<file path="config.mk">
export PLATFORM = sky130hd
export DESIGN_NAME = i2c_master_sequencer
export DESIGN_NICKNAME = d
export VERILOG_FILES = /design/src/design/i2c_seq_pkg.sv /design/src/design/i2c_bit_engine.sv /design/src/design/i2c_master_sequencer.sv
export VERILOG_INCLUDE_DIRS = /design/src /design/src/design
export SDC_FILE = /design/constraint.sdc
export NUM_CORES = 1
export LEC_CHECK = 0
export ABC_CLOCK_PERIOD_IN_PS = 2600
export BUFFER_PORTS_ARGS = -buffer_cell sky130_fd_sc_hd__buf_2
export CAP_MARGIN = 0
export CORE_ASPECT_RATIO = 2
export CORE_UTILIZATION = 55
export CTS_CLUSTER_SIZE = 10
export DETAILED_ROUTE_END_ITERATION = 8
export GPL_TIMING_DRIVEN = 1
export PLACE_DENSITY_LB_ADDON = 0.25
export SLEW_MARGIN = 20
export SYNTH_ARGS = -nofsm -noshare
export SYNTH_HDL_FRONTEND = slang
export SYNTH_HIERARCHICAL = 1
export SYNTH_SLANG_ARGS = --single-unit
</file>
<file path="constraint.sdc">
create_clock -name mclk_in -period 2.6 [get_ports mclk_in]
set_clock_uncertainty 0.15 [all_clocks]
set_input_delay 0 -clock mclk_in [delete_from_list [all_inputs] [get_ports mclk_in]]
set_output_delay 0 -clock mclk_in [all_outputs]
set_load 0.02 [all_outputs]
</file>
<file path="src/design/i2c_seq_map.svh">
/*
  Constants of the two-wire master sequencer: timing and address codes.
  Assumes the block clock runs at 125 MHz.
*/
`ifndef I2C_SEQ_MAP_SVH
`define I2C_SEQ_MAP_SVH

`define I2C_MCLK_NS     8
`define I2C_SCL_QTR_NS  2500
`define I2C_QTR_CYC     ((`I2C_SCL_QTR_NS + `I2C_MCLK_NS - 1) / `I2C_MCLK_NS)
`define I2C_TICK_W      12
`define I2C_HDR10       5'h1e
`define I2C_LAST_BIT    4'h8
`define I2C_BYTE_RST    8'h00

`endif

</file>
<file path="src/design/i2c_seq_pkg.sv">
/*
  Types shared by the sequencer and its bit engine.
  Assumes nothing beyond a SystemVerilog compiler.
*/
package i2c_seq_pkg;

  typedef enum logic [1:0] {OP_START, OP_STOP, OP_WRITE, OP_READ} eng_op_t;

  typedef struct packed {
    eng_op_t    op;
    logic [7:0] data;
    logic       ack_en;
  } eng_cmd_t;

  typedef struct packed {
    logic sda;
    logic scl;
  } line_t;

  typedef enum logic [1:0] {E_IDLE, E_START, E_STOP, E_BIT} eng_state_t;

  typedef enum logic [3:0] {
    S_SLAVE, S_START, S_EV5, S_ADDR, S_EV9, S_ADDR2,
    S_EV6, S_HOLD, S_RX, S_EV7, S_STOP
  } seq_state_t;

endpackage

</file>
<file path="src/design/i2c_bit_engine.sv">
/*
  Bit engine: Start, Stop and 9-bit byte slots on the two-wire bus.
  Assumes line inputs are already synchronised to mclk_in; after a byte
  it leaves the serial clock low until the next command.
*/
`timescale 1ns/10ps
`include "i2c_seq_map.svh"
module i2c_bit_engine
  import i2c_seq_pkg::*;
#(
  parameter int QTR_CYC = `I2C_QTR_CYC,
  parameter int CW      = `I2C_TICK_W
) (
  // Clock and reset
  input  wire logic       mclk_in,
  input  wire logic       rst_n_in,
  // Command
  input  wire logic       cmd_valid_in,
  input  wire eng_cmd_t   cmd_in,
  output logic            done_out,
  output logic [7:0]      rx_byte_out,
  output logic            ack_rcvd_out,
  // Bus lines
  input  wire line_t      line_in,
  output logic            scl_low_out,
  output logic            sda_low_out
);

  eng_state_t st_q, st_d;
  logic [CW-1:0] tick_q, tick_d;
  logic [1:0] qtr_q, qtr_d;
  logic [3:0] bit_q, bit_d;
  logic [7:0] sh_q, sh_d;
  eng_op_t op_q, op_d;
  logic acken_q, acken_d, scl_q, scl_d, sda_q, sda_d, done_q, done_d, ack_q, ack_d;
  logic tick_end, stall;
  logic [3:0] nb;

  always_comb begin
    st_d    = st_q;
    tick_d  = tick_q;
    qtr_d   = qtr_q;
    bit_d   = bit_q;
    sh_d    = sh_q;
    op_d    = op_q;
    acken_d = acken_q;
    scl_d   = scl_q;
    sda_d   = sda_q;
    ack_d   = ack_q;
    done_d  = 1'b0;
    tick_end = (tick_q == CW'(QTR_CYC - 1));
    // A slave may stretch the clock: wait while released clock reads low
    stall = !scl_q && !line_in.scl;
    nb = bit_q + 4'h1;
    if (st_q == E_IDLE) begin
      if (cmd_valid_in) begin
        op_d    = cmd_in.op;
        sh_d    = cmd_in.data;
        acken_d = cmd_in.ack_en;
        tick_d  = '0;
        qtr_d   = 2'h0;
        bit_d   = 4'h0;
        unique case (cmd_in.op)
          OP_START: begin
            st_d  = E_START;
            sda_d = 1'b0;
          end
          OP_STOP: begin
            st_d  = E_STOP;
            sda_d = 1'b1;
          end
          default: begin
            st_d  = E_BIT;
            sda_d = (cmd_in.op == OP_WRITE) && !cmd_in.data[7];
          end
        endcase
      end
    end else if (!stall) begin
      tick_d = tick_end ? '0 : tick_q + CW'(1);
      if (tick_end) begin
        qtr_d = qtr_q + 2'h1;
        unique case (st_q)
          E_START: begin
            if (qtr_q == 2'h0) scl_d = 1'b0;
            if (qtr_q == 2'h1) sda_d = 1'b1;
            if (qtr_q == 2'h2) begin
              scl_d  = 1'b1;
              done_d = 1'b1;
              st_d   = E_IDLE;
            end
          end
          E_STOP: begin
            if (qtr_q == 2'h0) scl_d = 1'b0;
            if (qtr_q == 2'h1) sda_d = 1'b0;
            if (qtr_q == 2'h2) begin
              done_d = 1'b1;
              st_d   = E_IDLE;
            end
          end
          default: begin
            if (qtr_q == 2'h0) scl_d = 1'b0;
            if (qtr_q == 2'h2) begin
              if (bit_q == `I2C_LAST_BIT) ack_d = !line_in.sda;
              else sh_d = {sh_q[6:0], line_in.sda};
            end
            if (qtr_q == 2'h3) begin
              scl_d = 1'b1;
              if (bit_q == `I2C_LAST_BIT) begin
                done_d = 1'b1;
                st_d   = E_IDLE;
                sda_d  = 1'b0;
              end else begin
                bit_d = nb;
                sda_d = (nb == `I2C_LAST_BIT) ? (op_q == OP_READ && acken_q)
                                              : (op_q == OP_WRITE && !sh_q[7]);
              end
            end
          end
        endcase
      end
    end
  end

  always_ff @(posedge mclk_in or negedge rst_n_in) begin
    if (!rst_n_in) begin
      st_q    <= E_IDLE;
      tick_q  <= '0;
      qtr_q   <= 2'h0;
      bit_q   <= 4'h0;
      sh_q    <= `I2C_BYTE_RST;
      op_q    <= OP_START;
      acken_q <= 1'b0;
      scl_q   <= 1'b0;
      sda_q   <= 1'b0;
      done_q  <= 1'b0;
      ack_q   <= 1'b0;
    end else begin
      st_q    <= st_d;
      tick_q  <= tick_d;
      qtr_q   <= qtr_d;
      bit_q   <= bit_d;
      sh_q    <= sh_d;
      op_q    <= op_d;
      acken_q <= acken_d;
      scl_q   <= scl_d;
      sda_q   <= sda_d;
      done_q  <= done_d;
      ack_q   <= ack_d;
    end
  end

  assign done_out     = done_q;
  assign rx_byte_out  = sh_q;
  assign ack_rcvd_out = ack_q;
  assign scl_low_out  = scl_q;
  assign sda_low_out  = sda_q;

endmodule

</file>
<file path="src/design/i2c_master_sequencer.sv">
/*
  Master-mode sequencer of a two-wire bus controller: Start, 7/10-bit
  addressing, master reception, Stop and line release.
  Assumes software accesses arrive as one-cycle strobes on mclk_in and
  that the bus pins are open drain, resolved outside.
*/
// What this block does
// [RULE_01] Slave after reset; master only via Start
// [RULE_02] Start request on idle bus starts master
// [RULE_03] Start sent sets event and start flags
// [RULE_04] Hold clock until status read, address write
// [RULE_05] 7-bit mode shifts one address byte
// [RULE_06] 10-bit header: event, stretch, second byte
// [RULE_07] Address done: event, stretch until control write
// [RULE_08] 10-bit read: repeated Start, header low bit set
// [RULE_09] Received byte: ack, event, byte done flags
// [RULE_10] Stretch until status read, data read
// [RULE_11] Software requests Stop before last read
// [RULE_12] After Stop return to slave, clear master
// [RULE_13] Software clears acknowledge before second-last read
// [RULE_14] Stop pulse during byte done releases lines
// [RULE_15] Access without prior status read keeps stretching
`timescale 1ns/10ps
`include "i2c_seq_map.svh"
module i2c_master_sequencer
  import i2c_seq_pkg::*;
#(
  parameter int QTR_CYC = `I2C_QTR_CYC
) (
  // Clock and reset
  input  wire logic       mclk_in,
  input  wire logic       rst_n_in,
  // Control bits
  input  wire logic       interface_on_bit_in,
  input  wire logic       interrupt_enable_bit_in,
  input  wire logic       ack_enable_in,
  input  wire logic       start_req_in,
  input  wire logic       stop_req_in,
  // Software access strobes
  input  wire logic       status_read_in,
  input  wire logic       data_write_in,
  input  wire logic [7:0] data_wdata_in,
  input  wire logic       data_read_in,
  input  wire logic       control_write_in,
  // Status
  output logic            master_select_flag_out,
  output logic            event_flag_out,
  output logic            start_sent_flag_out,
  output logic            byte_done_flag_out,
  output logic            addr_nack_flag_out,
  output logic            bus_busy_out,
  output logic            irq_out,
  output logic [7:0]      data_register_out,
  // Bus pins, enable low while driving low
  input  wire logic       scl_in,
  output logic            scl_out,
  output logic            scl_oe_n_out,
  input  wire logic       sda_in,
  output logic            sda_out,
  output logic            sda_oe_n_out
);

  line_t sync1_q, sync2_q, prev_q;
  logic busy_q, busy_d;
  logic start_det, stop_det;

  seq_state_t st_q, st_d;
  logic ms_q, ms_d, evf_q, evf_d, sb_q, sb_d, btf_q, btf_d, nack_q, nack_d;
  logic seen_q, seen_d, hdr10_q, hdr10_d, rx_q, rx_d, stopl_q, stopl_d;
  logic start_prev_q, stop_prev_q, irq_q, irq_d;
  logic [7:0] dr_q, dr_d;
  logic cmd_valid_q, cmd_valid_d;
  eng_cmd_t cmd_q, cmd_d;
  logic start_rise, stop_fall;

  logic eng_done, eng_ack, eng_scl_low, eng_sda_low;
  logic [7:0] eng_rx;

  // Pin synchronisers; edge detection reads only the second stage onward
  always_ff @(posedge mclk_in or negedge rst_n_in) begin
    if (!rst_n_in) begin
      sync1_q <= '{sda: 1'b1, scl: 1'b1};
      sync2_q <= '{sda: 1'b1, scl: 1'b1};
      prev_q  <= '{sda: 1'b1, scl: 1'b1};
    end else begin
      sync1_q <= '{sda: sda_in, scl: scl_in};
      sync2_q <= sync1_q;
      prev_q  <= sync2_q;
    end
  end

  // Bus busy from Start and Stop seen on the lines
  always_comb begin
    start_det = prev_q.sda && !sync2_q.sda && sync2_q.scl;
    stop_det  = !prev_q.sda && sync2_q.sda && sync2_q.scl;
    busy_d = busy_q;
    if (stop_det) busy_d = 1'b0;
    if (start_det) busy_d = 1'b1;
  end

  always_ff @(posedge mclk_in or negedge rst_n_in) begin
    if (!rst_n_in) busy_q <= 1'b0;
    else busy_q <= busy_d;
  end

  // Sequencer
  always_comb begin
    st_d        = st_q;
    ms_d        = ms_q;
    evf_d       = evf_q;
    sb_d        = sb_q;
    btf_d       = btf_q;
    nack_d      = nack_q;
    seen_d      = seen_q;
    hdr10_d     = hdr10_q;
    rx_d        = rx_q;
    stopl_d     = stopl_q;
    dr_d        = dr_q;
    cmd_d       = cmd_q;
    cmd_valid_d = 1'b0;
    start_rise = start_req_in && !start_prev_q;
    stop_fall  = !stop_req_in && stop_prev_q;

    // Status read arms the following data or control access
    if (status_read_in && evf_q) seen_d = 1'b1; // RULE_15
    if (stop_fall && btf_q) stopl_d = 1'b1; // RULE_14

    unique case (st_q)
      S_SLAVE: begin
        ms_d = 1'b0; // RULE_01
        if (start_rise && !busy_q && interface_on_bit_in) begin
          ms_d = 1'b1; // RULE_02
          cmd_d = '{op: OP_START, data: dr_q, ack_en: 1'b0};
          cmd_valid_d = 1'b1;
          st_d = S_START;
        end
      end
      S_START: begin
        if (eng_done) begin
          evf_d = 1'b1; // RULE_03
          sb_d  = 1'b1;
          st_d  = S_EV5;
        end
      end
      S_EV5: begin
        // Clock stays low until the address write follows a status read
        if (data_write_in && seen_q) begin // RULE_04
          seen_d = 1'b0;
          evf_d = 1'b0;
          sb_d = 1'b0;
          dr_d = data_wdata_in;
          hdr10_d = (data_wdata_in[7:3] == `I2C_HDR10) && !data_wdata_in[0];
          // A header with read bit after repeated Start goes straight to EV6
          rx_d = data_wdata_in[0]; // RULE_08
          cmd_d = '{op: OP_WRITE, data: data_wdata_in, ack_en: 1'b0}; // RULE_05
          cmd_valid_d = 1'b1;
          st_d = S_ADDR;
        end
      end
      S_ADDR: begin
        if (eng_done) begin
          evf_d = 1'b1; // RULE_06
          nack_d = ack_enable_in && !eng_ack;
          st_d = hdr10_q ? S_EV9 : S_EV6; // RULE_05
        end
      end
      S_EV9: begin
        if (data_write_in && seen_q) begin // RULE_06
          seen_d = 1'b0;
          evf_d = 1'b0;
          dr_d = data_wdata_in;
          cmd_d = '{op: OP_WRITE, data: data_wdata_in, ack_en: 1'b0};
          cmd_valid_d = 1'b1;
          st_d = S_ADDR2;
        end
      end
      S_ADDR2: begin
        if (eng_done) begin
          evf_d = 1'b1; // RULE_07
          nack_d = ack_enable_in && !eng_ack;
          st_d = S_EV6;
        end
      end
      S_EV6: begin
        if (control_write_in && seen_q) begin // RULE_07
          seen_d = 1'b0;
          evf_d = 1'b0;
          if (rx_q) begin
            cmd_d = '{op: OP_READ, data: dr_q, ack_en: ack_enable_in};
            cmd_valid_d = 1'b1;
            st_d = S_RX;
          end else begin
            st_d = S_HOLD;
          end
        end
      end
      S_HOLD: begin
        if (start_rise) begin
          cmd_d = '{op: OP_START, data: dr_q, ack_en: 1'b0};
          cmd_valid_d = 1'b1;
          st_d = S_START;
        end else if (stop_req_in || stopl_q) begin
          cmd_d = '{op: OP_STOP, data: dr_q, ack_en: 1'b0};
          cmd_valid_d = 1'b1;
          st_d = S_STOP;
        end
      end
      S_RX: begin
        if (eng_done) begin
          dr_d = eng_rx;
          evf_d = 1'b1; // RULE_09
          btf_d = 1'b1;
          st_d = S_EV7;
        end
      end
      S_EV7: begin
        if (stopl_q) begin
          evf_d = 1'b0;
          btf_d = 1'b0;
          seen_d = 1'b0;
          cmd_d = '{op: OP_STOP, data: dr_q, ack_en: 1'b0}; // RULE_14
          cmd_valid_d = 1'b1;
          st_d = S_STOP;
        end else if (data_read_in && seen_q) begin // RULE_10
          seen_d = 1'b0;
          evf_d = 1'b0;
          btf_d = 1'b0;
          if (stop_req_in) begin
            cmd_d = '{op: OP_STOP, data: dr_q, ack_en: 1'b0}; // RULE_11
            st_d = S_STOP;
          end else if (start_req_in) begin
            cmd_d = '{op: OP_START, data: dr_q, ack_en: 1'b0};
            st_d = S_START;
          end else begin
            // Acknowledge setting is taken per byte, so a late clear still acks the byte in progress
            cmd_d = '{op: OP_READ, data: dr_q, ack_en: ack_enable_in}; // RULE_13
            st_d = S_RX;
          end
          cmd_valid_d = 1'b1;
        end
      end
      S_STOP: begin
        if (eng_done) begin
          ms_d = 1'b0; // RULE_12
          stopl_d = 1'b0;
          st_d = S_SLAVE;
        end
      end
      default: st_d = S_SLAVE;
    endcase
    irq_d = interrupt_enable_bit_in && evf_d; // RULE_03
  end

  always_ff @(posedge mclk_in or negedge rst_n_in) begin
    if (!rst_n_in) begin
      st_q         <= S_SLAVE;
      ms_q         <= 1'b0;
      evf_q        <= 1'b0;
      sb_q         <= 1'b0;
      btf_q        <= 1'b0;
      nack_q       <= 1'b0;
      seen_q       <= 1'b0;
      hdr10_q      <= 1'b0;
      rx_q         <= 1'b0;
      stopl_q      <= 1'b0;
      start_prev_q <= 1'b0;
      stop_prev_q  <= 1'b0;
      irq_q        <= 1'b0;
      dr_q         <= `I2C_BYTE_RST;
      cmd_valid_q <= 1'b0;
      cmd_q <= '{op: OP_START, data: `I2C_BYTE_RST, ack_en: 1'b0};
    end else begin
      st_q         <= st_d;
      ms_q         <= ms_d;
      evf_q        <= evf_d;
      sb_q         <= sb_d;
      btf_q        <= btf_d;
      nack_q       <= nack_d;
      seen_q       <= seen_d;
      hdr10_q      <= hdr10_d;
      rx_q         <= rx_d;
      stopl_q      <= stopl_d;
      start_prev_q <= start_req_in;
      stop_prev_q  <= stop_req_in;
      irq_q        <= irq_d;
      dr_q         <= dr_d;
      cmd_valid_q <= cmd_valid_d;
      cmd_q <= cmd_d;
    end
  end

  i2c_bit_engine #(
    .QTR_CYC (QTR_CYC),
    .CW      (`I2C_TICK_W)
  ) i2c_bit_engine_i (
    .mclk_in      (mclk_in),
    .rst_n_in     (rst_n_in),
    .cmd_valid_in (cmd_valid_q),
    .cmd_in       (cmd_q),
    .done_out     (eng_done),
    .rx_byte_out  (eng_rx),
    .ack_rcvd_out (eng_ack),
    .line_in      (sync2_q),
    .scl_low_out  (eng_scl_low),
    .sda_low_out  (eng_sda_low)
  );

  assign master_select_flag_out = ms_q;
  assign event_flag_out         = evf_q;
  assign start_sent_flag_out    = sb_q;
  assign byte_done_flag_out     = btf_q;
  assign addr_nack_flag_out     = nack_q;
  assign bus_busy_out           = busy_q;
  assign irq_out                = irq_q;
  assign data_register_out      = dr_q;
  assign scl_out                = 1'b0;
  assign sda_out                = 1'b0;
  // Engine holds the clock low between bytes, which is the stretch
  assign scl_oe_n_out           = !eng_scl_low; // RULE_04
  assign sda_oe_n_out           = !eng_sda_low;

endmodule

</file>
# ---- Word-level counts from Yosys, hierarchy flattened
# Cells that the tools add are included.
dict set report classes {
  n_eq_ne 43
  bitwise 3
  n_reduce_logical 70
  n_mux 119
  n_addsub 3
}
# op count
set op_table {}
lappend op_table {{$mux W11} 10}
lappend op_table {{$mux W4} 23}
lappend op_table {{$mux W8} 9}
lappend op_table {{$pmux W11 S5} 1}
lappend op_table {{$mux W12} 4}
lappend op_table {{$mux W1} 47}
lappend op_table {{$pmux W4 S11} 1}
lappend op_table {{$reduce_and A6 Y1} 5}
lappend op_table {{$mux W2} 13}
lappend op_table {{$eq A4 B4 Y1 const B} 5}
lappend op_table {{$logic_and A1 B1 Y1} 20}
lappend op_table {{$eq A4 B3 Y1 const B} 4}
lappend op_table {{$ne A2 B1 Y1 const B} 8}
lappend op_table {{$pmux W8 S2} 1}
lappend op_table {{$reduce_bool A2 Y1} 8}
lappend op_table {{$reduce_and A3 Y1} 5}
lappend op_table {{$ne A2 B2 Y1 const B} 7}
lappend op_table {{$add A12 B1 Y12 const B} 1}
lappend op_table {{$eq A12 B9 Y1 const B} 1}
lappend op_table {{$eq A2 B2 Y1 const B} 6}
lappend op_table {{$logic_not A1 Y1} 12}
lappend op_table {{$pmux W1 S2} 6}
lappend op_table {{$reduce_and A11 Y1} 1}
lappend op_table {{$reduce_and A2 Y1} 5}
lappend op_table {{22 further kinds} 35}
dict set report word_totals {
  in_bits 21
  out_inout_bits 19
  wordCells 273
  register_bits 77
}

# ---- Logic depth before layout (Yosys ltp)
dict set report logic_depth {
  depth_word 9
  ltp_mapped 8
}

# ---- Cells and area by module
# Netlist, hierarchy kept.
# mod cells_per_inst area_each_um2 instances
set modules_own_cells {}
lappend modules_own_cells {i2c_master_sequencer 221 2267.2 1}
lappend modules_own_cells {i2c_bit_engine 207 2102.0 1}

# ---- Worst setup path after synthesis
# Ideal clock, no wire load.
dict set report synth_timing {
  path_kind {reg2reg}
  start {reg i2c_bit_engine_i.tick_q[7]}
  end {reg i2c_bit_engine_i.sda_q, in the netlist i2c_bit_engine_i/sda_low_out}
  setup_time_ns 0.125
  arrival_ns 2.064
  stages_incl_launch_ff 7
  required_time_ns 2.325
  n_path_buf 1
  synth_period_minus_slack_ns 2.339
  path_slack_ns 0.261
  path_cell_list {dfrtp_1 > or4b_4 > or4_1 > buf_6 > nand2_8 > nand2_4 > mux2_4}
}
dict set report synth_via {
  elab_chain_cells 3
}
# element line_no
set synth_lines {}
lappend synth_lines {{from (decl)} i2c_bit_engine.sv:30} ;# logic [CW-1:0] tick_q, tick_d;
lappend synth_lines {{from (signal assigned)} i2c_bit_engine.sv:139} ;# tick_q <= tick_d;
lappend synth_lines {{$eq A12 B9 Y1} i2c_bit_engine.sv:51} ;# tick_end = (tick_q == CW'(QTR_CYC - 1));
lappend synth_lines {{$reduce_bool A2 Y1 (no line)} -}
lappend synth_lines {{$reduce_and A6 Y1 (no line)} -}
lappend synth_lines {{to (signal assigned)} i2c_bit_engine.sv:134} ;# sda_q <= 1'b0;
lappend synth_lines {{to (signal assigned)} i2c_bit_engine.sv:146} ;# sda_q <= sda_d;
lappend synth_lines {{to (decl)} i2c_bit_engine.sv:35} ;# logic acken_q, acken_d, scl_q, scl_d, sda_q, sda_d, done_q, done_d, ack_q, ack_d;
# No other way between the ends.
# A chain may end at the register's enable or synchronous reset.

# ---- Worst setup path after layout
# Ends and elaborated chain as after synthesis.

==> flow_metrics.tcl <==
set metrics [dict create \
    status "complete, no violations" \
    ys_warn_count 6 \
    required_ns 2.68 \
    peakVddDrop_mv 0.464 \
    postSynthCellCount 428 \
    synthTopCellsByCount "dfrtp_1, nand2_1, nor2_1" \
    wl_per_cell_um 17.2 \
    rows 45 \
    rsz0062_at_grt "no" \
    cts_setup_buffers 0 \
    gp_congestion 0.948 \
    max_freq_mhz 407 \
    dpl-instance-area_um2 4690 \
    grt_max_degree 78 \
    grt-ovfl-total 0 \
    async_reset_ff_share_pct 100 \
    synth_ff_type "dfrtp_1" \
    fin_area_um2 5210 \
    cts_buffers 9 \
    die_y_um 128 \
    grt_pass1_vias 3492 \
    grt.total_usage_pct 27.0 \
    drt-vias-per-instance 5.76 \
    areaGrowthSynthToFinish_pct 19.2 \
    hpwl_um 7370 \
    start_kind "register" \
    pwr_density_cell_nw_per_um2 559 \
    synth.top_cell.area_share_pct 41.2 \
    setup.worst_path.start "i2c_bit_engine_i/tick_q[7]" \
    drtAntennaViolNets 0 \
    diodes 0 \
    die-area_um2 8330 \
    setup_violations 0 \
    drt-initial-drc-count 124 \
    slew_viol_final 0 \
    cts-root-buf "clkbuf_16" \
    multiInputGateArea_um2 2260 \
    fin_ws_ns 0.145 \
    yosys.area.top_type "dfrtp_1" \
    clock-sinks 77 \
    path_max_fanout 10 \
    avgSynthCellArea_um2 10.2 \
    r2r_start "i2c_bit_engine_i/tick_q[7]" \
    initial_core_util_pct 57.1 \
    synth-seq-cells 77 \
    netlist_area_um2 4370 \
    worst_setup_path_end_kind "register" \
    p_leak_nw 2.29 \
    port_buffers 37 \
    setup_tns_ns 0 \
    vias 3434 \
    cap_violations 0 \
    wl_um 10300 \
    fillers 641 \
    hold_slack_ns 0.0310 \
    synth_edf_count 0 \
    synth-seq-area-share_pct 44.2 \
    htreeDepth 3 \
    worst_pin_slew_ns 0.963 \
    clkLatencyLatePin_ns 0.34 \
    final_min_period_over_clock_period_pct 94.4 \
    criticalPathCategory "register to register" \
    core_area_um2 7660 \
    die_width_um 65.0 \
    drc 0 \
    min-delay-start "interface_on_bit_in" \
    final_util_pct 68.0 \
    arrival_ns 2.53 \
    hold_path_class "primary input to register" \
    period_minus_slack_ns 2.45 \
    grt_pass1_wl_um 16700 \
    dp_slack_ns 0.0219 \
    synth.area.top_cells "dfrtp_1, mux2_2, nand2_1, ha_1, o21ai_0" \
    seqCellArea_um2 1930 \
    io_pins 40 \
    ys_types 68 \
    slew_headroom_pct 35.8 \
    first_pass_iters 4 \
    yosysMostFrequentCell "dfrtp_1" \
    hold_viol 0 \
    antenna_found_initial 0 \
    cts_max_path_buffers 2 \
    clkTransAtPathRegs_ns 0.06 \
    cts_tree "yes" \
    drive_gt1_share_pct 25.7 \
    fin_nets 531 \
]
==> logic make-up (layout without fill, tap and decap cells) <==
family | count (synthesis) | count (layout) | synth area share (%)
XOR/XNOR | 11 | 11 | 2.21
multiplexers | 47 | 47 | 12.4
AND/OR/NAND/NOR | 165 | 165 | 20.5
AO/OA/AOI/OAI | 79 | 79 | 12.7
adder cells (fa/ha/maj) | 12 | 12 | 3.44
flip-flops | 77 | 77 | 44.2
buffers and inverters | 36 | 109 | 4.44
other | 1 | 2 | 0.0858
==> worst max-delay path: stages, from the launching register on <==
cell	delay [ns]
dfrtp_1	0.41
or4b_4	0.59
or4_1	0.68
nand2_8	0.17
nand2_4	0.05
mux2_4	0.30
==> state kept, by name, summed over array words and instances (netlist names), 2 cells and up <==
register / cells
st_q: 4
cmd_q: 11
i2c_bit_engine_i/op_q: 2
i2c_bit_engine_i/rx_byte_out: 8
sync1_q: 2
sync2_q: 2
i2c_bit_engine_i/st_q: 2
i2c_bit_engine_i/qtr_q: 2
data_register_out: 8
i2c_bit_engine_i/bit_q: 4
i2c_bit_engine_i/tick_q: 12
==> worst paths after layout <==
kind                                           endpoint  slack (ns)  cells after the start
max reg2reg                i2c_bit_engine_i/sda_low_out        0.15                      5
min                              master_select_flag_out        0.03                      4
max in group asynchronous    i2c_bit_engine_i/tick_q[0]        1.47                      2
max                        i2c_bit_engine_i/sda_low_out        0.15                      5
min in group asynchronous     i2c_bit_engine_i/qtr_q[1]        0.20                      2
min reg2reg                                  sync2_q[0]        0.20                      0
==> metrics by stage <==
stage / power, mW / instances
floorplan: 1.52 / 429
global placement: 1.63 / 560
detailed placement: 1.64 / 560
CTS: 2.92 / 596
global route: 3.01 / 596
finish: 2.91 / 596
==> power by group <==
part	total [mW]	switching (mW)	internal (mW)	leakage, nW
logic	0.310	0.166	0.144	1.22
clock network	1.27	0.481	0.786	0.147
registers	1.33	0.0620	1.27	0.926
==> per-layer routing <==
layer / global-route usage [%] / wire, µm
met5: 0 / 0
met4: 14.1 / 363
met3: 5.43 / 272
met2: 51.2 / 5820
met1: 26.5 / 3800
==> cell type report <==
cell class	count	share of cell area, %
clock inverter	4	0.913
inverter	18	1.30
clock buffer	11	4.85
multi-input combinational	316	43.3
tap	94	2.26
timing repair buffer	76	10.2
sequential	77	37.1
==> cells in the final DEF, fill, tap and decap left out, types with 6 or more instances in the layout <==
| cell type | instances |
|---|---|
| a21oi_1 | 16 |
| buf_2 | 36 |
| buf_4 | 19 |
| clkbuf_16 | 9 |
| dfrtp_1 | 72 |
| dlygate4sd3_1 | 21 |
| ha_1 | 12 |
| inv_1 | 18 |
| mux2_2 | 25 |
| mux2_4 | 8 |
| mux2i_1 | 14 |
| nand2_1 | 62 |
| nand3_1 | 11 |
| nand4_1 | 6 |
| nor2_1 | 34 |
| o21ai_0 | 30 |
| xor2_1 | 8 |
==> timing repair <==
item,4_1_cts,5_1_grt
hold buffers,21,0
hold endpoints to repair,102,0
gates resized for setup,0,1
endpoints found under the setup margin,0,8
No activity file was read; power rests on OpenSTA's default activity.
